File: config.mk
export PLATFORM = sky130hd
export DESIGN_NAME = device_control_status_bits
export DESIGN_NICKNAME = d
export VERILOG_FILES = /design/src/common/ctrl_status_pkg.sv /design/src/logic/device_control_status_bits.sv
export VERILOG_INCLUDE_DIRS = /design/src /design/src/common
export SDC_FILE = /design/constraint.sdc
export NUM_CORES = 1
export LEC_CHECK = 0
export BUFFER_PORTS_ARGS = -buffer_cell sky130_fd_sc_hd__buf_2
export CAP_MARGIN = 40
export CORE_ASPECT_RATIO = 0.5
export CORE_MARGIN = 4
export CORE_UTILIZATION = 55
export DETAILED_ROUTE_END_ITERATION = 7
export PLACE_DENSITY = 0.84
export SLEW_MARGIN = 20
export SYNTH_ARGS = -nofsm -noshare
export SYNTH_HDL_FRONTEND = slang
export SYNTH_SLANG_ARGS = --single-unit
export TNS_END_PERCENT = 20
File: constraint.sdc
create_clock -name clock -period 6.2 [get_ports clock]
set_clock_uncertainty 0.2 [all_clocks]
set_input_delay 0.62 -clock clock [delete_from_list [all_inputs] [get_ports clock]]
set_output_delay 0.62 -clock clock [all_outputs]
set_load 0.02 [all_outputs]
File: src/common/ctrl_status_defines.svh
// Register offsets, field positions, reset values and timing counts of the control and status bank.
//----------------------------------------------------------------------
// Summary of operation
//----------------------------------------------------------------------
// Summary of operation
// - Writing one to bit 29 resets the whole controller except configuration space.
// - Bit 29 reads 0b normally, 1b requests reset, and hardware clears it.
// - Whole reset request sets the reset-asserted cause bit in the interrupt cause.
// - Whole reset acts only when the nonvolatile permit bit is set.
// - Whole reset request sets the whole-reset-seen status bit.
// - With bit 30 set, the receive path strips VLAN tags from 802.1Q frames.
// - Bit 31 holds the internal PHY in reset while one.
// - Status register sits at byte offset 0x0008 and is read-only.
// - Status bit 0 shows duplex: 0b half, 1b full.
// - Duplex bit shows the MAC's actual duplex configuration.
// - Status bit 1 shows link up from the internal PHY link indication.
// - Link-up bit is meaningful only in internal PHY mode.
// - Status bit 4 sets when transmit pauses on a received XOFF frame.
// - Status bit 4 clears on pause timer expiry or received XON.
// - Status bits 3:2 and 5 are reserved; written zero, read as zero.
// - PHY-reset-seen bit sets on PHY reset; software clears it writing zero.
`ifndef CTRL_STATUS_DEFINES_SVH
`define CTRL_STATUS_DEFINES_SVH

`define ADDR_W           16
`define OFS_CONTROL      16'h0000
`define OFS_STATUS       16'h0008
`define OFS_CAUSE        16'h00C0
`define OFS_SEEN         16'h0010

`define BIT_WHOLE_RST    29
`define BIT_VLAN_STRIP   30
`define BIT_PHY_RESET_REQUEST      31
`define BIT_FORCE_LINK   6

`define BIT_DUPLEX       0
`define BIT_LINK         1
`define BIT_TX_PAUSED    4
`define BIT_WHOLE_SEEN   19
`define BIT_PHY_SEEN     10

`define BIT_CAUSE_RESET  8

`define CONTROL_RESET    32'h0000_0000
`define PHY_SEEN_RESET   1'b1

`define WHOLE_RST_NS     64
`define CLOCK_NS         8
`define WHOLE_RST_CYCLES ((`WHOLE_RST_NS + `CLOCK_NS - 1) / `CLOCK_NS)

`endif

File: src/common/ctrl_status_pkg.sv
// Types shared by the control and status bank.
package ctrl_status_pkg;

	typedef struct packed {
		logic [15:0] addr;
		logic [31:0] wdata;
		logic        wr;
		logic        rd;
	} reg_req_t;

	typedef struct packed {
		logic duplex_full;
		logic link_up;
		logic pause_on_xoff;
		logic resume_on_xon;
		logic pause_expired;
		logic flow_sym_negotiated;
		logic internal_phy_mode;
	} mac_state_t;

	typedef enum logic [1:0] {
		RST_IDLE  = 2'b01,
		RST_PULSE = 2'b10
	} whole_rst_state_t;

	typedef struct packed {
		logic [31:0]      control;
		logic             tx_paused;
		logic             whole_seen;
		logic             phy_seen;
		logic             cause_reset;
		logic [31:0]      rdata;
		whole_rst_state_t rst_state;
		logic [3:0]       rst_count;
	} bank_state_t;

endpackage

File: src/logic/device_control_status_bits.sv
// Control word upper bits, device status register and their side effects.
`timescale 1ns/10ps
`default_nettype none
`include "ctrl_status_defines.svh"

module device_control_status_bits (
	input  wire logic                        clock,          // Core clock, 125 MHz.
	input  wire logic                        rst,            // Asynchronous reset, active high.
	input  wire ctrl_status_pkg::reg_req_t   req,            // Register access request.
	output logic [31:0]                      rdata,          // Read data, one cycle after read.
	input  wire ctrl_status_pkg::mac_state_t mac,            // MAC, PHY and pause state.
	input  wire logic                        whole_reset_permit, // Nonvolatile permit bit.
	output logic                             whole_component_reset, // Reset pulse to the whole device.
	output logic                             vlan_strip_enable, // Receive path tag removal.
	output logic                             phy_reset_request, // Internal PHY held in reset.
	output logic                             force_link_up,  // Forced link-up control.
	output logic                             reset_asserted_cause // Cause bit to interrupt logic.
);

	ctrl_status_pkg::bank_state_t state;
	ctrl_status_pkg::bank_state_t next_state;

	//----------------------------------------------------------------------
	// Request decode
	//----------------------------------------------------------------------
	logic        wr_control;
	logic        wr_seen;
	logic        wr_cause;
	logic        rd_control;
	logic        rd_status;
	logic        rd_seen;
	logic        rd_cause;

	// The status register has no write decode, so a write to its offset 0x0008 changes none of its bits.
	assign wr_control = req.wr && (req.addr == `OFS_CONTROL);
	assign wr_seen    = req.wr && (req.addr == `OFS_SEEN);
	assign wr_cause   = req.wr && (req.addr == `OFS_CAUSE);
	assign rd_control = req.rd && (req.addr == `OFS_CONTROL);
	assign rd_status  = req.rd && (req.addr == `OFS_STATUS);
	assign rd_seen    = req.rd && (req.addr == `OFS_SEEN);
	assign rd_cause   = req.rd && (req.addr == `OFS_CAUSE);

	//----------------------------------------------------------------------
	// Event qualifiers
	//----------------------------------------------------------------------
	logic        whole_req;
	logic        whole_go;
	logic        in_pulse;
	logic        pulse_done;
	logic        cause_clear;
	logic        seen_clear;
	logic        pause_clear;
	logic        pause_set;

	// A request without permit is still recorded as a cause and as seen.
	assign whole_req   = wr_control && req.wdata[`BIT_WHOLE_RST];
	assign whole_go    = whole_req && whole_reset_permit;
	assign in_pulse    = (state.rst_state == ctrl_status_pkg::RST_PULSE);
	assign pulse_done  = (state.rst_count == 4'h0);
	assign cause_clear = rd_cause || (wr_cause && req.wdata[`BIT_CAUSE_RESET]);
	assign seen_clear  = wr_seen && !req.wdata[`BIT_PHY_SEEN];
	// A pause only means something while symmetric flow control is negotiated.
	assign pause_clear = !mac.flow_sym_negotiated || mac.pause_expired || mac.resume_on_xon;
	assign pause_set   = mac.pause_on_xoff;

	//----------------------------------------------------------------------
	// Read views
	//----------------------------------------------------------------------
	logic        link_shown;
	logic [31:0] status_view;
	logic [31:0] seen_view;
	logic [31:0] cause_view;
	logic [31:0] read_view;

	// Outside internal PHY mode the link indication is undefined, so it reads zero.
	assign link_shown = mac.link_up && mac.internal_phy_mode;

	// Reserved bits 3:2 and 5, and every bit not listed, read zero.
	assign status_view = (32'(mac.duplex_full) << `BIT_DUPLEX)
	                   | (32'(link_shown) << `BIT_LINK)
	                   | (32'(state.tx_paused) << `BIT_TX_PAUSED)
	                   | (32'(state.phy_seen) << `BIT_PHY_SEEN)
	                   | (32'(state.whole_seen) << `BIT_WHOLE_SEEN);
	assign seen_view   = 32'(state.phy_seen) << `BIT_PHY_SEEN;
	assign cause_view  = 32'(state.cause_reset) << `BIT_CAUSE_RESET;

	// Unmapped addresses and idle cycles select nothing and read zero.
	assign read_view = ({32{rd_control}} & state.control)
	                 | ({32{rd_status}} & status_view)
	                 | ({32{rd_seen}} & seen_view)
	                 | ({32{rd_cause}} & cause_view);

	//----------------------------------------------------------------------
	// Next-state logic
	//----------------------------------------------------------------------
	always_comb begin
		next_state = state;

		// The reset request bit is never stored, so it reads zero at once.
		if (wr_control) begin
			next_state.control                 = req.wdata;
			next_state.control[`BIT_WHOLE_RST] = 1'b0;
		end

		unique case (state.rst_state)
			ctrl_status_pkg::RST_IDLE: begin
				if (whole_go) begin
					next_state.rst_state = ctrl_status_pkg::RST_PULSE;
					next_state.rst_count = 4'(`WHOLE_RST_CYCLES - 1);
				end
			end
			ctrl_status_pkg::RST_PULSE: begin
				if (pulse_done) begin
					next_state.rst_state = ctrl_status_pkg::RST_IDLE;
				end else begin
					next_state.rst_count = state.rst_count - 4'h1;
				end
			end
			default: begin
				next_state.rst_state = ctrl_status_pkg::RST_IDLE;
			end
		endcase

		// While the device reset stands, control returns to its power-up value.
		if (in_pulse) begin
			next_state.control = `CONTROL_RESET;
		end

		// The cause bit clears on a read or a write of one; a new request wins.
		if (cause_clear) begin
			next_state.cause_reset = 1'b0;
		end
		if (whole_req) begin
			next_state.cause_reset = 1'b1;
		end

		// The seen bit clears on a write of zero; an active PHY reset wins.
		if (seen_clear) begin
			next_state.phy_seen = 1'b0;
		end
		if (next_state.control[`BIT_PHY_RESET_REQUEST]) begin
			next_state.phy_seen = 1'b1;
		end

		if (whole_req) begin
			next_state.whole_seen = 1'b1;
		end

		// Clear events win over a new XOFF; the device reset also ends a pause.
		if (pause_clear || in_pulse) begin
			next_state.tx_paused = 1'b0;
		end else if (pause_set) begin
			next_state.tx_paused = 1'b1;
		end

		next_state.rdata = read_view;
	end

	//----------------------------------------------------------------------
	// State register
	//----------------------------------------------------------------------
	always_ff @(posedge clock or posedge rst) begin
		if (rst) begin
			state.control     <= `CONTROL_RESET;
			state.tx_paused   <= 1'b0;
			state.whole_seen  <= 1'b0;
			state.phy_seen    <= `PHY_SEEN_RESET;
			state.cause_reset <= 1'b0;
			state.rdata       <= 32'h0000_0000;
			state.rst_state   <= ctrl_status_pkg::RST_IDLE;
			state.rst_count   <= 4'h0;
		end else begin
			state <= next_state;
		end
	end

	//----------------------------------------------------------------------
	// Outputs
	//----------------------------------------------------------------------
	assign rdata                 = state.rdata;
	assign whole_component_reset = (state.rst_state == ctrl_status_pkg::RST_PULSE);
	assign vlan_strip_enable     = state.control[`BIT_VLAN_STRIP];
	assign phy_reset_request     = state.control[`BIT_PHY_RESET_REQUEST];
	assign force_link_up         = state.control[`BIT_FORCE_LINK];
	assign reset_asserted_cause  = state.cause_reset;

endmodule
`default_nettype wire

Word-level counts from Yosys, hierarchy flattened
Cells that the tools add are included.
Widths: inputs -> output; s select.
- memories kept: 0
- register bits after elaboration: 74
- bits in latches: 0
- memory bits (read-only): 0
- word-level logic and storage cells: 69
- bits in writable memories: 0
- div/mod/pow operators: 0
- shift-type cells: 0
- multipliers: 0
- bitwise operators: 11
- equality and inequality tests: 8
- reduce and logical (&&, ||, !) cells: 27
- order comparisons: 0
- $add $sub $neg: 1
- multiplexer cells: 13
- operator list (kind ; count):
    $or 32x32->32 ; 3
    $mux 32 ; 2
    $and 32x11->32 ; 1
    $and 32x20->32 ; 1
    $and 32x32->32 ; 1
    $and 32x9->32 ; 1
    $or 11x20->20 ; 1
    $eq 16x4->1 const B ; 1
    $eq 16x5->1 const B ; 1
    $eq 16x8->1 const B ; 1
    $logic_not 16->1 ; 1
    $logic_and 1x1->1 ; 12
    $or 5x11->11 ; 1
    $reduce_bool 2->1 ; 5
    $pmux 4 s2 ; 1
    $mux 1 ; 6
    $mux 6 ; 1
    $or 2x5->5 ; 1
    $logic_not 4->1 ; 1
    $logic_or 1x1->1 ; 4
    $mux 4 ; 1
    $ne 2x2->1 const B ; 2
    $pmux 2 s2 ; 1
    $sub 4x1->4 const B ; 1
    8 further kinds ; 9

Longest topological paths before layout
- word-level depth: 9
- mapped depth: 6
- depth with buffers taken out: 6

Least setup slack after synthesis
OpenSTA, ideal clock, no wires.
- path kind: input to register
- start point: input port req[43] in the netlist's numbering
- end point: register state[1] in the netlist's numbering
- setup slack: 3889 ps
- arrival: 1987 ps
- stages: 5
- buffers on the path: 1
- data required time: 5875 ps
- setup time: 125 ps
- cell sequence: nor4_1 and4b_1 clkbuf_1 a31o_2 mux2_2
- word-level cells in the longest chain between the ends: 6
- RTL lines (element ; RTL line ; text):
    from (decl) ; device_control_status_bits.sv:9 ; input wire ctrl_status_pkg::reg_req_t req,
    $logic_not 16->1 (no line) ; - ;
    $logic_and 1x1->1 ; device_control_status_bits.sv:35 ; assign wr_control = req.wr && (req.addr == `OFS_CONTROL);
    $logic_and 1x1->1 ; device_control_status_bits.sv:56 ; assign whole_req = wr_control && req.wdata[`BIT_WHOLE_RST];
    $logic_and 1x1->1 ; device_control_status_bits.sv:57 ; assign whole_go = whole_req && whole_reset_permit;
    $ne 2x2->1 (no line) ; - ;
    $reduce_and 3->1 (no line) ; - ;
    to (signal assigned) ; device_control_status_bits.sv:173 ; state <= next_state;
    to (decl) ; device_control_status_bits.sv:20 ; ctrl_status_pkg::bank_state_t state;
Every way passes these cells.
A chain may end at the register's enable or synchronous reset.

Worst setup path after layout
- start point: register state[4] in the netlist's numbering
- end point: output port whole_component_reset
- word-level cells in the longest chain between the ends: 1
- RTL lines (element ; RTL line ; text):
    $eq 2x2->1 ; device_control_status_bits.sv:181 ; assign whole_component_reset = (state.rst_state == ctrl_status_pkg::RST_PULSE);
    to (decl) ; device_control_status_bits.sv:13 ; output logic whole_component_reset,
Every way passes these cells.

==> flow_metrics.tcl <==
set metrics [dict create \
    clockBufferDepth 2 \
    ios 97 \
    ys_seq_elements 73 \
    path_cells "nand2b_1 -> clkinv_1 -> buf_2" \
    syn_to_final_growth_pct 22.24 \
    fp.dieW_um 115.7 \
    ys_seq_area_share_pct 57.33 \
    synth-edff-count 0 \
    vias 2596 \
    synth.net_count 363 \
    yosysTopAreaCellShare_pct 55.69 \
    synthAdderAreaFrac_pct 0.3922 \
    synth_mux_area_share_pct 0.9804 \
    synth_flop_cell "dfrtp_1" \
    clock_latency_ns 0.33 \
    cts.clk_slew.worst_paths_ns 0.06 \
    crit_required_ns 5.38 \
    path_delay_family "buffers and inverters" \
    total_power_mw 1.111 \
    hold_viol 0 \
    coreArea_sq_um 5539 \
    ctsResizeCount 0 \
    place_area_sq_um 3515 \
    tightest_slew_ns 0.5831 \
    antennaDiodeCount 0 \
    slew_headroom_pct 60.92 \
    slew_viol_final 0 \
    grt_pass1_vias 2445 \
    syn_avg_cell_area_sq_um 10.56 \
    path_buf_inv 2 \
    ys_top_cells_by_area "dfrtp_1 (56%), buf_4 (7.8%), nand3_1 (5.3%)" \
    root_buffer "clkbuf_16" \
    drive_gt1_share_pct 34.86 \
    io_buffers 96 \
    finalInstanceArea_sq_um 3900 \
    period_share_pct 42.40 \
    cp.arrival_ns 1.81 \
    grt_pass1_wl_um 11910 \
    gr-total-overflow 0 \
    gp_routability_congestion 0.8643 \
    gr-usage-all-layers_pct 22.28 \
    dieArea_sq_um 7157 \
    synth_compound_area_share_pct 13.33 \
    period_minus_slack_ns 2.629 \
    hold_class "in2async" \
    path_max_fanout 13 \
    fin_tns_setup_ns 0 \
    status "complete, no violations" \
    synth_warnings 0 \
    firstDrtPassIters 5 \
    grt_max_degree 74 \
    critPathKind "reg2out" \
    rrSetupSlack_ns 4.19 \
    core.rowCount 19 \
    synth_xor_xnor_area_share_pct 0.2745 \
    syn_inst 302 \
    yosysMostFrequentCell "dfrtp_1" \
    clock-sinks 73 \
    p_leak_nw 1.994 \
    ant_nets 0 \
    h-tree-depth 3 \
    viasPerCell 5.860 \
    wl_per_cell_um 17.76 \
    routed_wl_um 7866 \
    synth_commonest_cells "dfrtp_1 (71), nand3_1 (34), buf_4 (33), a21oi_1 (32), o21ai_0 (29)" \
    antenna_found_initial 0 \
    finalSetupViolCount 0 \
    fmax_mhz 380.4 \
    fin_nets 427 \
    dp_hpwl_um 4926 \
    crit_path_end_kind "primary output" \
    vdd_drop_max_mv 0.2149 \
    cts_hold_buf 0 \
    drc 0 \
    synthDistinctLibCells 40 \
    powerDensity_nw_per_um2 284.9 \
    critPathLaunchType "flop" \
    initialDrtViolationCount 237 \
    cp-startpoint "state[4]" \
    numCtsBuffers 9 \
    cts_setup_buffers 0 \
    synth_area_leader_cell "dfrtp_1" \
    crit_path_top_delay_cell "dfstp_2" \
    synth_top_family_by_area "simple AND/OR/NAND/NOR gates" \
    synthArstFlopShare_pct 100.0 \
    nFillCells 386 \
    syn_area_sq_um 3191 \
    r2r-start "state[4]" \
    synth-simple-area-share_pct 16.39 \
    initial_core_util_pct 57.60 \
    maxCapViolations 0 \
    die_h_um 61.86 \
    cts_tree "yes" \
    rsz0062_at_grt "no" \
    max_stage_delay_ns 0.52 \
]
-- cell type report --
cell class                      count  area, sq um  area share (%)
Sequential cell                    73         1829           46.90
Multi-Input combinational cell    170         1007           25.83
Timing Repair Buffer              105        603.1           15.46
Clock buffer                       10        239.0           6.128
Clock inverter                      5        103.9           2.663
Tap cell                           73        91.34           2.342
Inverter                            7        26.28          0.6737
-- logic make-up after synthesis --
group / Yosys count
fa+ha+maj: 1
mux: 3
other cells: 1
buf+inv: 59
xor+xnor: 1
compound gates: 76
simple gates: 88
flops: 73
-- layer usage --
layer | up-vias | wire length [um] | track usage, %
met3 | 32 | 776 | 6.963
met1 | 1244 | 2869 | 27.09
met2 | 171 | 3952 | 38.57
met5 | - | 0 | 0
li1 | 1149 | - | -
met4 | 0 | 268 | 8.595
-- layout by cell type, fill, tap and decap left out, types with 3 or more instances in the layout --
cell / Yosys / layout
buf_2: 9 / 96
dfrtp_1: 71 / 71
nand3_1: 34 / 34
a21oi_1: 32 / 32
o21ai_0: 29 / 29
and2_1: 25 / 25
clkbuf_16: 0 / 9
nor3_1: 5 / 5
inv_1: 5 / 4
nand2b_1: 4 / 4
nor2_1: 4 / 3
a22o_1: 3 / 3
nand2_1: 3 / 3
o41ai_1: 3 / 3
bufinv_16: 0 / 3
buf_4: 33 / 3
-- worst reg2reg max path: cells and delay by family (launching register included) --
kind / cells / cell delay, ns
simple gates: 2 / 0.32
compound gates: 1 / 0.09
buf+inv: 2 / 0.74
flops: 1 / 0.52
-- flip-flops by register name, indices dropped and copies added, names as in the netlist --
signal / cells
state: 36
vlan_strip_enable: 1
seen_view: 1
rdata: 32
phy_reset_request: 1
reset_asserted_cause: 1
force_link_up: 1
-- per-stage QoR --
| step | utilization (%) | hold slack, ns | setup WS (ns) | std cells |
|---|---|---|---|---|
| 2_1_floorplan | - | 0.2356 | 3.530 | 302 |
| 3_3_place_gp | 62.41 | 0.2543 | 2.747 | 422 |
| 3_5_place_dp | 63.45 | 0.2612 | 2.992 | 426 |
| 4_1_cts | 69.64 | 0.2406 | 3.300 | 441 |
| 5_1_grt | 70.41 | 0.1266 | 3.451 | 443 |
| 6_report | 70.41 | 0.1106 | 3.571 | 443 |
-- path summary, 6_finish.rpt --
kind / to / depth (start not counted)
worst max register to register: state[3] / 5
worst max-delay path: whole_component_reset / 3
max in group asynchronous: state[4] / 4
worst min register to register: rdata[25] / 1
min in group clock: state[41] / 2
worst min-delay path: rdata[14] / 3
-- power breakdown --
group | switching [mW] | internal (mW)
Clock | 0.190 | 0.401
Sequential | 0.000399 | 0.477
Combinational | 0.0233 | 0.0184
Total | 0.214 | 0.897
Note: power is estimated with default switching activity, not from simulation.
